--- src/logic/wdtdm_pkg.sv ---
// shared constants for the watchdog, reset-cause and deadman block
package wdtdm_pkg;
   // register byte addresses on the 32-bit bus
   localparam logic [7:0] WD_CTRL_LOW_ADDR  = 8'h00;
   localparam logic [7:0] WD_CLEAR_KEY_ADDR = 8'h04;
   localparam logic [7:0] RESET_CAUSE_ADDR  = 8'h08;
   localparam logic [7:0] DM_ENABLE_ADDR    = 8'h0C;
   localparam logic [7:0] DM_PRECLEAR_ADDR  = 8'h10;
   localparam logic [7:0] DM_CLEAR_ADDR     = 8'h14;
   localparam logic [7:0] DM_STATUS_ADDR    = 8'h18;
   localparam logic [7:0] DM_COUNT_LOW_ADDR = 8'h1C;
   localparam logic [7:0] DM_COUNT_HIGH_ADDR = 8'h20;
   // field positions
   localparam int WD_ON_BIT        = 15;
   localparam int WD_RUN_DIV_LSB   = 8;
   localparam int WD_CLK_SEL_LSB   = 6;
   localparam int WD_SLP_DIV_LSB   = 1;
   localparam int WD_WIN_BIT       = 0;
   localparam int DM_ON_BIT        = 15;
   localparam int RC_TRAP_BIT      = 15;
   localparam int RC_ILLOP_BIT     = 14;
   localparam int RC_CMISM_BIT     = 9;
   localparam int RC_VREG_BIT      = 8;
   localparam int RC_PIN_BIT       = 7;
   localparam int RC_SOFT_BIT      = 6;
   localparam int RC_WD_TO_BIT     = 4;
   localparam int RC_SLEEP_BIT     = 3;
   localparam int RC_IDLE_BIT      = 2;
   localparam int RC_BROWN_BIT     = 1;
   localparam int RC_POR_BIT       = 0;
   localparam int DS_BADP_BIT      = 7;
   localparam int DS_BADC_BIT      = 6;
   localparam int DS_EVENT_BIT     = 5;
   localparam int DS_WIN_BIT       = 0;
   // writable bits of the reset-cause register
   localparam logic [15:0] RC_IMPL_MASK = 16'hC3DF;
   // reset values
   localparam logic [15:0] RC_RESET_VAL = 16'h0003;
   localparam logic [31:0] WD_CNT_RESET = 32'h0000_0000;
   localparam logic [31:0] DM_CNT_RESET = 32'h0000_0000;
   // keys
   localparam logic [15:0] WD_CLEAR_KEY = 16'h5743;
   localparam logic [7:0]  DM_PRE_KEY   = 8'h40;
   localparam logic [7:0]  DM_CLR_KEY   = 8'h08;
   // clock select codes
   localparam logic [1:0] CLK_SYS  = 2'h0;
   localparam logic [1:0] CLK_RSVD = 2'h1;
   localparam logic [1:0] CLK_FAST = 2'h2;
   localparam logic [1:0] CLK_SLOW = 2'h3;
   // window opens in the last quarter of the period
   localparam int WD_WIN_SHIFT = 2;
   // bus unmapped read value
   localparam logic [31:0] BUS_ZERO = 32'h0000_0000;
   typedef enum logic [2:0] {
      WD_OFF  = 3'b001,
      WD_RUN  = 3'b010,
      WD_FIRE = 3'b100
   } wdtdm_wd_state_t;
endpackage

--- src/logic/wdtdm_sync.sv ---
// two-stage synchroniser for a group of asynchronous levels
`timescale 1ns/1ps
module wdtdm_sync
   import wdtdm_pkg::*;
#(
   parameter int W = 1
) (
   input  wire logic         core_clk, // system clock
   input  wire logic         rstn,     // sync reset, active low
   input  wire logic [W-1:0] d_in,     // asynchronous levels
   output logic      [W-1:0] q_out     // synchronised levels
);
   typedef struct packed {
      logic [W-1:0] s1;
      logic [W-1:0] s2;
   } wdtdm_sync_st_t;
   wdtdm_sync_st_t st_reg;
   wdtdm_sync_st_t st_next;
   always_comb begin
      st_next.s1 = d_in;
      st_next.s2 = st_reg.s1;
   end
   always_ff @(posedge core_clk) begin
      if (!rstn) begin
         st_reg <= '0;
      end else begin
         st_reg <= st_next;
      end
   end
   assign q_out = st_reg.s2;
endmodule

--- src/logic/wdtdm_tick.sv ---
// oscillator edge detector giving one-cycle watchdog count enables
`timescale 1ns/1ps
module wdtdm_tick
   import wdtdm_pkg::*;
(
   input  wire logic core_clk,  // system clock
   input  wire logic rstn,      // sync reset, active low
   input  wire logic osc_sync,  // synchronised oscillator level
   output logic      tick       // one pulse per oscillator rise
);
   typedef struct packed {
      logic last;
      logic tick;
   } wdtdm_tick_st_t;
   wdtdm_tick_st_t st_reg;
   wdtdm_tick_st_t st_next;
   always_comb begin
      st_next.last = osc_sync;
      st_next.tick = osc_sync & ~st_reg.last;
   end
   always_ff @(posedge core_clk) begin
      if (!rstn) begin
         st_reg <= '0;
      end else begin
         st_reg <= st_next;
      end
   end
   assign tick = st_reg.tick;
endmodule

--- src/logic/wdtdm_top.sv ---
// watchdog, reset-cause flags and deadman timer behind a Wishbone slave
// Behaviour
// - enable bit 15 starts/stops software watchdog
// - enable bit reads one while running
// - run postscaler selects divide by 2^n
// - run clock select: slow rc, fast rc, system
// - sleep postscaler in bits 5..1
// - divider and clock fields mirror configuration
// - window bit set by config or software
// - only 0x5743 16-bit write clears watchdog
// - watchdog time-out sets flag bit 4
// - flags record each reset source
// - power-on and brown-out flags reset to one
// - sleep or idle flag set on wake
// - regulator bit 8 drives standby output
// - software sets or clears flags, no reset
// - deadman counts fetches until match
// - 32-bit counter, match from two halves
// - deadman enabled by config, or by bit 15 unless config disables it
// - preclear key arms, else first bad flag
// - clear key after preclear restarts counter
// - wrong clear key sets second bad flag
// - event flag on expiry or bad key
// - watchdog expiry resets or wakes core
// - sleep and idle always use slow rc
// - window status reads one when armed
`timescale 1ns/1ps
module wdtdm_top
   import wdtdm_pkg::*;
(
   input  wire logic        core_clk,          // system clock, 100 MHz
   input  wire logic        rstn,              // sync reset, active low
   input  wire logic        wb_cyc_i,          // wishbone cycle
   input  wire logic        wb_stb_i,          // wishbone strobe
   input  wire logic        wb_we_i,           // wishbone write
   input  wire logic [7:0]  wb_adr_i,          // byte address
   input  wire logic [3:0]  wb_sel_i,          // byte enables
   input  wire logic [31:0] wb_dat_i,          // write data
   output logic      [31:0] wb_dat_o,          // read data
   output logic             wb_ack_o,          // acknowledge
   input  wire logic        cfg_wd_en,         // watchdog enabled by config
   input  wire logic [4:0]  cfg_run_div,       // config run postscaler
   input  wire logic [4:0]  cfg_sleep_div,     // config sleep postscaler
   input  wire logic [1:0]  cfg_clk_sel,       // config run clock select
   input  wire logic        cfg_win_en,        // config window mode
   input  wire logic        cfg_dm_en,         // deadman enabled by config
   input  wire logic        deadman_config_disable, // config disables bit 15
   input  wire logic [15:0] match_count_low_cfg,    // deadman match low
   input  wire logic [15:0] match_count_high_cfg,   // deadman match high
   input  wire logic        low_power_rc_osc,  // slow rc oscillator level
   input  wire logic        fast_rc_osc,       // fast rc oscillator level
   input  wire logic        fetch_pulse,       // one pulse per fetch
   input  wire logic        core_sleep,        // core in sleep
   input  wire logic        core_idle,         // core in idle
   input  wire logic        wake_pulse,        // core woke from save mode
   input  wire logic        por_event,         // power-on reset seen
   input  wire logic        brownout_event,    // brown-out reset seen
   input  wire logic        master_clear_pin,  // pin reset seen
   input  wire logic        soft_reset_evt,    // reset instruction seen
   input  wire logic        trap_reset_evt,    // trap conflict reset seen
   input  wire logic        illegal_op_evt,    // illegal opcode reset seen
   input  wire logic        cfg_mismatch_evt,  // config mismatch reset seen
   output logic             wd_reset_req,      // watchdog device reset
   output logic             wd_wake_req,       // watchdog wake from save
   output logic             deadman_irq,       // deadman event to core
   output logic             regulator_sleep_active // regulator on in sleep
);
   typedef struct packed {
      logic        ack;
      logic [31:0] rdata;
      logic        wd_sw_on;
      logic        win_sw;
      wdtdm_wd_state_t wd_st;
      logic [31:0] wd_cnt;
      logic [15:0] rc;
      logic        in_sleep;
      logic        in_idle;
      logic        dm_sw_on;
      logic [31:0] dm_cnt;
      logic [7:0]  preclear_byte;
      logic [7:0]  clear_byte;
      logic        bad_preclear_flag;
      logic        bad_clear_flag;
      logic        deadman_event_flag;
      logic        wd_reset;
      logic        wd_wake;
   } wdtdm_st_t;

   wdtdm_st_t   st_reg;
   wdtdm_st_t   st_next;
   logic [1:0]  osc_sync;
   logic        slow_tick;
   logic        fast_tick;

   ////////////////////////////////////////////////////////////////////////
   // oscillator crossings and count enables
   wdtdm_sync #(.W(2)) u_sync (
      .core_clk (core_clk),
      .rstn     (rstn),
      .d_in     ({fast_rc_osc, low_power_rc_osc}),
      .q_out    (osc_sync)
   );

   wdtdm_tick u_slow_tick (
      .core_clk (core_clk),
      .rstn     (rstn),
      .osc_sync (osc_sync[0]),
      .tick     (slow_tick)
   );

   wdtdm_tick u_fast_tick (
      .core_clk (core_clk),
      .rstn     (rstn),
      .osc_sync (osc_sync[1]),
      .tick     (fast_tick)
   );

   ////////////////////////////////////////////////////////////////////////
   // combinational next state
   logic        req;
   logic        wr;
   logic        wd_running;
   logic        saving;
   logic [4:0]  div_sel;
   logic [31:0] wd_limit;
   logic        wd_tick;
   logic        wd_key_ok;
   logic        wd_in_window;
   logic        dm_on;
   logic [31:0] dm_match;
   logic        dm_hit;
   logic [15:0] ctrl_rd;
   logic [15:0] stat_rd;
   logic        rc_wr;
   logic [15:0] rc_hw;

   always_comb begin
      st_next = st_reg;
      req     = wb_cyc_i & wb_stb_i & ~st_reg.ack;
      wr      = req & wb_we_i;
      saving  = core_sleep | core_idle;
      wd_running = cfg_wd_en | st_reg.wd_sw_on;
      div_sel = saving ? cfg_sleep_div : cfg_run_div;
      wd_limit = 32'h0000_0001 << div_sel;
      wd_limit = wd_limit - 32'h0000_0001;
      if (saving) begin
         wd_tick = slow_tick;
      end else begin
         case (cfg_clk_sel)
            CLK_SLOW: wd_tick = slow_tick;
            CLK_FAST: wd_tick = fast_tick;
            CLK_SYS:  wd_tick = 1'b1;
            default:  wd_tick = 1'b0;
         endcase
      end
      wd_in_window = st_reg.wd_cnt >= (wd_limit - (wd_limit >> WD_WIN_SHIFT));
      wd_key_ok = wr && wb_adr_i == WD_CLEAR_KEY_ADDR && wb_sel_i[1:0] == 2'b11
                  && wb_dat_i[15:0] == WD_CLEAR_KEY;
      dm_on    = cfg_dm_en | (st_reg.dm_sw_on & ~deadman_config_disable);
      dm_match = {match_count_high_cfg, match_count_low_cfg};
      dm_hit   = dm_on && st_reg.dm_cnt >= dm_match;
      ctrl_rd  = {wd_running, 2'b00, cfg_run_div, cfg_clk_sel,
                  cfg_sleep_div, cfg_win_en | st_reg.win_sw};
      stat_rd  = {8'h00, st_reg.bad_preclear_flag, st_reg.bad_clear_flag,
                  st_reg.deadman_event_flag, 4'h0,
                  st_reg.preclear_byte == DM_PRE_KEY};
      rc_wr    = wr && wb_adr_i == RESET_CAUSE_ADDR;
      rc_hw    = '0;

      // bus: one-cycle answer, ack drops after one cycle
      st_next.ack = req;
      st_next.rdata = BUS_ZERO;
      if (req && !wb_we_i) begin
         case (wb_adr_i)
            WD_CTRL_LOW_ADDR:   st_next.rdata = {16'h0000, ctrl_rd};
            RESET_CAUSE_ADDR:   st_next.rdata = {16'h0000, st_reg.rc};
            DM_ENABLE_ADDR:     st_next.rdata = {16'h0000, dm_on, 15'h0000};
            DM_PRECLEAR_ADDR:   st_next.rdata = {16'h0000, st_reg.preclear_byte, 8'h00};
            DM_CLEAR_ADDR:      st_next.rdata = {24'h00_0000, st_reg.clear_byte};
            DM_STATUS_ADDR:     st_next.rdata = {16'h0000, stat_rd};
            DM_COUNT_LOW_ADDR:  st_next.rdata = {16'h0000, st_reg.dm_cnt[15:0]};
            DM_COUNT_HIGH_ADDR: st_next.rdata = {16'h0000, st_reg.dm_cnt[31:16]};
            default:            st_next.rdata = BUS_ZERO;
         endcase
      end

      // software writes to control
      if (wr && wb_adr_i == WD_CTRL_LOW_ADDR) begin
         if (wb_sel_i[1]) begin
            st_next.wd_sw_on = wb_dat_i[WD_ON_BIT];
         end
         if (wb_sel_i[0]) begin
            st_next.win_sw = wb_dat_i[WD_WIN_BIT];
         end
      end
      if (wr && wb_adr_i == DM_ENABLE_ADDR && wb_sel_i[1]) begin
         st_next.dm_sw_on = wb_dat_i[DM_ON_BIT];
      end

      ////////////////////////////////////////////////////////////////////
      // watchdog
      st_next.wd_reset = 1'b0;
      st_next.wd_wake  = 1'b0;
      case (st_reg.wd_st)
         WD_OFF: begin
            st_next.wd_cnt = WD_CNT_RESET;
            if (wd_running) begin
               st_next.wd_st = WD_RUN;
            end
         end
         WD_RUN: begin
            if (!wd_running) begin
               st_next.wd_st = WD_OFF;
            end else if (wd_key_ok) begin
               st_next.wd_cnt = WD_CNT_RESET;
               if ((cfg_win_en | st_reg.win_sw) && !wd_in_window) begin
                  st_next.wd_st = WD_FIRE;
               end
            end else if (wd_tick) begin
               if (st_reg.wd_cnt >= wd_limit) begin
                  st_next.wd_st = WD_FIRE;
               end else begin
                  st_next.wd_cnt = st_reg.wd_cnt + 32'h0000_0001;
               end
            end
         end
         WD_FIRE: begin
            st_next.wd_cnt = WD_CNT_RESET;
            rc_hw[RC_WD_TO_BIT] = 1'b1;
            if (saving) begin
               st_next.wd_wake = 1'b1;
            end else begin
               st_next.wd_reset = 1'b1;
            end
            st_next.wd_st = WD_RUN;
         end
         default: st_next.wd_st = WD_OFF;
      endcase

      ////////////////////////////////////////////////////////////////////
      // reset-cause flags; hardware set wins over software clear
      st_next.in_sleep = core_sleep;
      st_next.in_idle  = core_idle;
      rc_hw[RC_TRAP_BIT]  = trap_reset_evt;
      rc_hw[RC_ILLOP_BIT] = illegal_op_evt;
      rc_hw[RC_CMISM_BIT] = cfg_mismatch_evt;
      rc_hw[RC_PIN_BIT]   = master_clear_pin;
      rc_hw[RC_SOFT_BIT]  = soft_reset_evt;
      rc_hw[RC_POR_BIT]   = por_event;
      rc_hw[RC_BROWN_BIT] = brownout_event;
      rc_hw[RC_SLEEP_BIT] = wake_pulse & st_reg.in_sleep;
      rc_hw[RC_IDLE_BIT]  = wake_pulse & st_reg.in_idle;
      if (rc_wr) begin
         for (int i = 0; i < 16; i++) begin
            if (wb_sel_i[i/8]) begin
               st_next.rc[i] = wb_dat_i[i] & RC_IMPL_MASK[i];
            end
         end
      end
      st_next.rc = st_next.rc | (rc_hw & RC_IMPL_MASK);

      ////////////////////////////////////////////////////////////////////
      // deadman timer; flags cleared only by the clear key after preclear
      if (!dm_on) begin
         st_next.dm_cnt = DM_CNT_RESET;
      end else if (fetch_pulse && !dm_hit) begin
         st_next.dm_cnt = st_reg.dm_cnt + 32'h0000_0001;
      end
      if (wr && wb_adr_i == DM_PRECLEAR_ADDR && wb_sel_i[1]) begin
         st_next.preclear_byte = wb_dat_i[15:8];
         if (wb_dat_i[15:8] != DM_PRE_KEY) begin
            st_next.bad_preclear_flag  = 1'b1;
            st_next.deadman_event_flag = 1'b1;
         end
      end
      if (wr && wb_adr_i == DM_CLEAR_ADDR && wb_sel_i[0]) begin
         if (wb_dat_i[7:0] == DM_CLR_KEY && st_reg.preclear_byte == DM_PRE_KEY) begin
            st_next.preclear_byte = 8'h00;
            st_next.clear_byte    = 8'h00;
            st_next.dm_cnt        = DM_CNT_RESET;
            st_next.bad_preclear_flag  = 1'b0;
            st_next.bad_clear_flag     = 1'b0;
            st_next.deadman_event_flag = 1'b0;
         end else begin
            st_next.clear_byte     = wb_dat_i[7:0];
            st_next.bad_clear_flag = 1'b1;
            st_next.deadman_event_flag = 1'b1;
         end
      end
      if (dm_hit && !st_reg.deadman_event_flag) begin
         st_next.deadman_event_flag = 1'b1;
         st_next.preclear_byte      = 8'h00;
      end
   end

   ////////////////////////////////////////////////////////////////////////
   // state register
   always_ff @(posedge core_clk) begin
      if (!rstn) begin
         st_reg       <= '0;
         st_reg.wd_st <= WD_OFF;
         st_reg.rc    <= RC_RESET_VAL;
      end else begin
         st_reg <= st_next;
      end
   end

   ////////////////////////////////////////////////////////////////////////
   // outputs
   assign wb_dat_o     = st_reg.rdata;
   assign wb_ack_o     = st_reg.ack;
   assign wd_reset_req = st_reg.wd_reset;
   assign wd_wake_req  = st_reg.wd_wake;
   assign deadman_irq  = st_reg.deadman_event_flag;
   assign regulator_sleep_active = st_reg.rc[RC_VREG_BIT];
endmodule

--- config.mk ---
export PLATFORM = sky130hd
export DESIGN_NAME = wdtdm_top
export DESIGN_NICKNAME = d
export VERILOG_FILES = /design/src/logic/wdtdm_pkg.sv /design/src/logic/wdtdm_sync.sv /design/src/logic/wdtdm_tick.sv /design/src/logic/wdtdm_top.sv
export SDC_FILE = /design/constraint.sdc
export NUM_CORES = 1
export LEC_CHECK = 0
export ABC_AREA = 1
export BUFFER_PORTS_ARGS = -buffer_cell sky130_fd_sc_hd__buf_2
export CAP_MARGIN = 20
export CORE_MARGIN = 2
export CORE_UTILIZATION = 30
export CTS_BUF_LIST = sky130_fd_sc_hd__clkbuf_4 sky130_fd_sc_hd__clkbuf_8 sky130_fd_sc_hd__clkbuf_16
export CTS_CLUSTER_DIAMETER = 30
export CTS_CLUSTER_SIZE = 14
export DETAILED_ROUTE_END_ITERATION = 16
export GPL_TIMING_DRIVEN = 0
export HOLD_SLACK_MARGIN = 0.1
export PLACE_DENSITY = 0.45
export SLEW_MARGIN = 20
export SYNTH_ARGS = -nofsm -noshare
export SYNTH_HDL_FRONTEND = slang
export SYNTH_SLANG_ARGS = --single-unit
--- constraint.sdc ---
create_clock -name core_clk -period 5.5 [get_ports core_clk]
set_input_delay 0.275 -clock core_clk [delete_from_list [all_inputs] [get_ports core_clk]]
set_output_delay 0.275 -clock core_clk [all_outputs]
set_load 0.01 [all_outputs]
After elaboration in Yosys (flattened, before gate mapping)
Index checks and enable logic that the tools add are counted.

word-level totals
  register bits after elaboration = 150
  bits of input ports = 110
  output and inout bits = 37
  word-level logic and storage cells = 157

operators by class
  add/sub/neg operators = 4
  order comparisons = 3
  eq/ne operators = 25
  shifts and indexed selects = 1
  mux-type cells = 47
  bitwise gates (word level) = 18
  reductions and logical operators = 35

operators by type and width
  cell                                                                     count
  32-bit 2-to-1 mux                                                        4
  16-bit one-hot mux with 8 select lines                                   1
  32-bit greater-or-equal comparator                                       3
  35-bit 2-to-1 mux                                                        2
  32-bit by 1-bit adder with 32-bit output, second input constant          2
  32-bit one-hot mux with 2 select lines                                   1
  51-bit 2-to-1 mux                                                        1
  40-bit 2-to-1 mux                                                        1
  8-bit by 5-bit equality test with 1-bit output, second input constant    4
  1-bit by 5-bit << shifter with 32-bit output, first input constant       1
  32-bit by 1-bit subtractor with 32-bit output, second input constant     1
  32-bit by 30-bit subtractor with 32-bit output                           1
  1-bit 2-to-1 mux                                                         26
  8-bit by 4-bit equality test with 1-bit output, second input constant    3
  1-bit logical AND                                                        17
  16-bit by 15-bit equality test with 1-bit output, second input constant  1
  16-bit 2-to-1 mux                                                        1
  8-bit 2-to-1 mux                                                         2
  16-bit bitwise OR                                                        1
  3-bit 2-to-1 mux                                                         4
  4-bit inequality test, second input constant                             3
  2-bit AND reduction                                                      5
  3-bit one-hot mux with 3 select lines                                    1
  1-bit AND                                                                8
  other kinds (22)                                                         39

Depth between registers and ports, before layout
  word-level depth = 12
  depth in mapped cells = 45
  depth with buffers taken out = 44

Hierarchy
Synthesis repeated with hierarchy kept, for this count alone.

unflattened totals
  cells, all modules = 1917
  area total of the unflattened synthesis = 12206.7 µm²

modules (own cells, without submodules)
  module      times used  cells an instance  area an instance (µm²)  sequential area each (µm²)
  wdtdm_top   1           1895               11989.0                 2422.3
  wdtdm_sync  1           12                 110.1                   80.1
  wdtdm_tick  2           5                  53.8                    40.0

Worst setup path after synthesis
Ideal clock, no wire load.

  path kind = input-to-reg
  from = in core_idle
  to = reg st_reg[105] (netlist name)
  library setup time = 0.115 ns
  arrival time = 5.219 ns
  required time = 5.385 ns
  slack = 0.166 ns
  cell stages on the path = 40
  cells stage by stage = nor2_4 > buf_6 > nand2_1 > o21ai_2 > buf_2 > buf_1 > nor2_1 > inv_1 > ha_1 > nand2_1 > inv_2 > nand2_1 > xor2_1 > inv_1 > ha_1 > nand2_1 > o31ai_1 > nand2_1 > [4 not listed] > nand3b_1 > nand2_1 > nand2_1 > nand2_1 > nand2_1 > nand2_1 > xnor2_1 > ha_1 > a21oi_1 > o21a_1 > o211ai_1 > a21oi_1 > a21boi_0 > a41oi_1 > nand2_1 > nand2_1 > o21ai_0 > inv_1

on the way
  word-level cells in the longest chain between the ends = 10
  elaborated cells between the ends (all ways) = 14

ends and longest elaborated chain
  what                                            RTL line          RTL
  start: declaration                              wdtdm_top.sv:54   input wire logic core_idle,
  1-bit bitwise OR (*)                            wdtdm_top.sv:141  saving = core_sleep | core_idle;
  5-bit 2-to-1 mux                                wdtdm_top.sv:143  div_sel = saving ? cfg_sleep_div : cfg_run_div;
  1-bit by 5-bit << shifter with 32-bit output    wdtdm_top.sv:144  wd_limit = 32'h0000_0001 << div_sel;
  32-bit by 1-bit subtractor with 32-bit output   wdtdm_top.sv:145  wd_limit = wd_limit - 32'h0000_0001;
  32-bit by 30-bit subtractor with 32-bit output  wdtdm_top.sv:156  wd_in_window = st_reg.wd_cnt >= (wd_limit - (wd_limit >> WD_WIN_SHIFT));
  32-bit greater-or-equal comparator              wdtdm_top.sv:156
  1-bit logical NOT                               wdtdm_top.sv:216  if ((cfg_win_en | st_reg.win_sw) && !wd_in_window) begin
  1-bit logical AND                               wdtdm_top.sv:216
  4-bit inequality test (no source line)          n/a
  4-bit AND reduction (no source line) (*)        n/a
  end signal: assignment                          wdtdm_top.sv:304  st_reg <= st_next;
  end: declaration                                wdtdm_top.sv:89   wdtdm_st_t st_reg;

Mark *: on every way between the ends. The rest lies on a longest branch, timed or not.
A chain may end at the register's enable or synchronous reset.

Final worst setup path
Ends and elaborated chain as after synthesis.

==> qor.yml <==
hold_depth: 3
wl_per_cell_um: 17.1
crit_buf_inv: 9
coreArea_um2: 39600
cts_buffer_depth: 2
initial_core_util: 0.304
r2r-start: "st_reg[15]"
holdCritPathClass: "input port to flop"
power_w: 0.00443
p_per_area_nw_per_um2: 294
placed_area_um2: 13300
synth-seq-cells: 129
fin_util: 0.380
worst_setup_path_end_kind: "flop"
finalNetCount: 2333
largest_register_ffs: 100
pin_count: 147
syn_area_um2: 12000
htree_levels: 4
grt_max_degree: 17
grt_pass1_vias: 12499
leakage_nw: 7.14
cts_tree: "built"
syn_avg_cell_area_um2: 6.33
p_switching_w: 0.00187
cp_common_cell: "nand2_1"
final_common_cell: "nand2_1"
cp-start-kind: "input port"
cts_sinks: 129
grt_remaining_overflow: 0
holdPathEnd: "st_reg[12]"
synthCells: 1901
slew_headroom: 0.467
rsz0062_at_grt: "true"
gp_congestion: 0.956
root_buffer: "clkbuf_16"
final_cell_mix: "375 x nand2_1, 281 x inv_1, 200 x nor2_1, 138 x a21oi_1, 129 x dfxtp_1"
min_period_over_period: 0.956
drt_iter0_markers: 806
dr_total_vias: 13121
vias_per_cell: 4.97
synth-edff-count: 0
swShare: 0.423
io_buffers: 111
routed_wl_um: 45100
ys_types: 57
rows: 73
critPathMaxStageDelay_ns: 0.31
worst_clock_skew_ns: 0.0166
synth-main-ff-cell: "dfxtp_1"
hold_viol: 0
clkPwrFrac: 0.275
drtAntennaViolNets: 0
yosysSeqAreaShare: 0.215
required_ns: 5.82
areaGrowthSynthToFinish_pct: 25.1
n_antenna_cell: 0
drive_gt1_frac: 0.173
timing.fmax_ghz: 0.190
setup_violations: 0
insertion_delay_ns: 0.43
final_area_um2: 15100
grt_pass1_wl_um: 70200
chipWidth_um: 204
r2r_cells: 10
max_slew.worst_pin.slew_ns: 0.792
hp-start: "wb_dat_i[7]"
drtPass1Iterations: 5
yosys_warnings: 0
p_int_w: 0.00256
fin_crit_ns: 5.26
fp.dieArea_um2: 41700
pwr-share-comb: 0.462
clk_pin_slew_worst_paths_ns: 0.06
remaining_drc_errors: 0
outcome: "complete, no violations"
numCtsBuffers: 17
pwr-share-seq: 0.262
cp.arrival_ns: 5.58
r2r-end: "st_reg[25]"
synthArstFlopShare: 0
crit_path_max_fanout: 6
dp_hpwl_um: 37100
antenna_found_initial: 0
drv_cap: 0
cpLargestDelayFamily: "simple AND/OR/NAND/NOR gates"
drv_slew: 0
ir_drop_mv: 0.171
cpMaxStageDelayCell: "ha_4"
die_y_um: 204
critical_path_class: "input port to flop"
grt_usage: 0.216
r2r_setup_slack_ns: 1.92
## logic make-up (layout without fill, tap and decap cells)
kind of cell	count (synthesis)	in the layout	share of synthesized area
DFF	129	129	0.215
buffers and inverters	372	570	0.131
AOI/OAI and AO/OA	317	317	0.155
adders and majority gates	121	121	0.126
and+or+nand+nor	895	895	0.325
other	2	18	0.000624
muxes	1	1	0.000936
xor gates and xnor gates	64	64	0.0466
## worst reg2reg max path: stages, from the launching register on
cell and delay, ns:
dfxtp_1 0.34, or4_1 0.52, nor4_1 0.62, nand4_1 0.44
inv_1 0.35, a21oi_1 0.15, inv_1 0.13, nor2_1 0.07
inv_1 0.21, buf_1 0.48, nor3b_1 0.13
## what timing repair did
item | CTS | global route
setup endpoints to repair | 2 | 2
hold buffers | 9 | 2
pin swaps | 21 | 52
endpoints found under the hold margin | 9 | 2
resized for setup | 86 | 71
setup buffers | 16 | 29
## per-layer routing
metal	share of wire	up-vias	global-route usage	wire length, um
met3	0.042	49	0.0222	1880
met4	0.022	0	0.0541	1000
met5	0	-	0	0
met1	0.47	6090	0.288	21000
met2	0.47	322	0.371	21200
li1	-	6660	-	-
## synth_stat cells (4+ instances only)
cell / count / area, um2
dfxtp_1: 129 / 2580
buf_6: 6 / 67.6
o22ai_1: 12 / 75.1
o21a_1: 8 / 60.1
inv_1: 288 / 1080
buf_4: 33 / 248
o211ai_1: 9 / 67.6
clkinv_1: 4 / 15.0
inv_2: 6 / 22.5
nor4_1: 20 / 125
nand2_1: 400 / 1500
o31ai_1: 9 / 67.6
buf_2: 6 / 30.0
o21ai_2: 7 / 61.3
nor3b_1: 4 / 30.0
ha_1: 120 / 1500
buf_1: 7 / 26.3
nor2_1: 210 / 788
o21ai_0: 64 / 320
a21oi_1: 144 / 721
a211oi_1: 23 / 173
clkbuf_1: 22 / 82.6
xor2_1: 40 / 350
nand4_1: 50 / 313
or2_2: 11 / 68.8
nor3_1: 59 / 295
xnor2_1: 24 / 210
nand3_1: 111 / 556
a221oi_1: 10 / 87.6
o21ai_1: 6 / 30.0
nor2_2: 4 / 25.0
nand3b_1: 5 / 37.5
nand2_2: 5 / 31.3
a31oi_1: 8 / 50.1
## final cells by class
type                       instances  area (um2)
fill                            4427       24600
multi-input combinational       1416        8540
sequential                       129        2580
inverter                         298        1130
timing repair buffer             167        1040
tap                              525         657
buffer                            73         497
clock buffer                      18         439
clock inverter                    14         178
## power by group through the flow
stage          registers (W)  logic [W]  clock network [W]
2_1_floorplan        0.00111    0.00128                  0
6_report             0.00116    0.00205            0.00122
5_1_grt              0.00117    0.00231            0.00128
4_1_cts              0.00116    0.00186            0.00124
3_3_place_gp         0.00118    0.00170                  0
3_5_place_dp         0.00118    0.00172                  0
## metrics by stage
step	setup slack, ns	setup TNS, ns	hold slack [ns]	cells
CTS	0.00531	0	0.120	2610
floorplan	0.166	0	0.368	1917
global route	-0.0791	-0.152	0.142	2640
detailed placement	-1.90	-9.58	0.378	2553
global placement	-1.86	-8.69	0.377	2553
finish	0.242	0	0.138	2640
## worst max path at each step
stage,endpoint,slack (ns),from,cells after the start
floorplan,st_reg[105],0.17,core_idle,40
global placement,st_reg[106],-1.86,core_idle,39
detailed placement,st_reg[106],-1.90,core_idle,41
CTS,st_reg[105],0.005,core_sleep,43
global route,st_reg[106],-0.08,core_idle,36
finish,st_reg[105],0.24,core_idle,40
(Power assumes the default switching activity.)
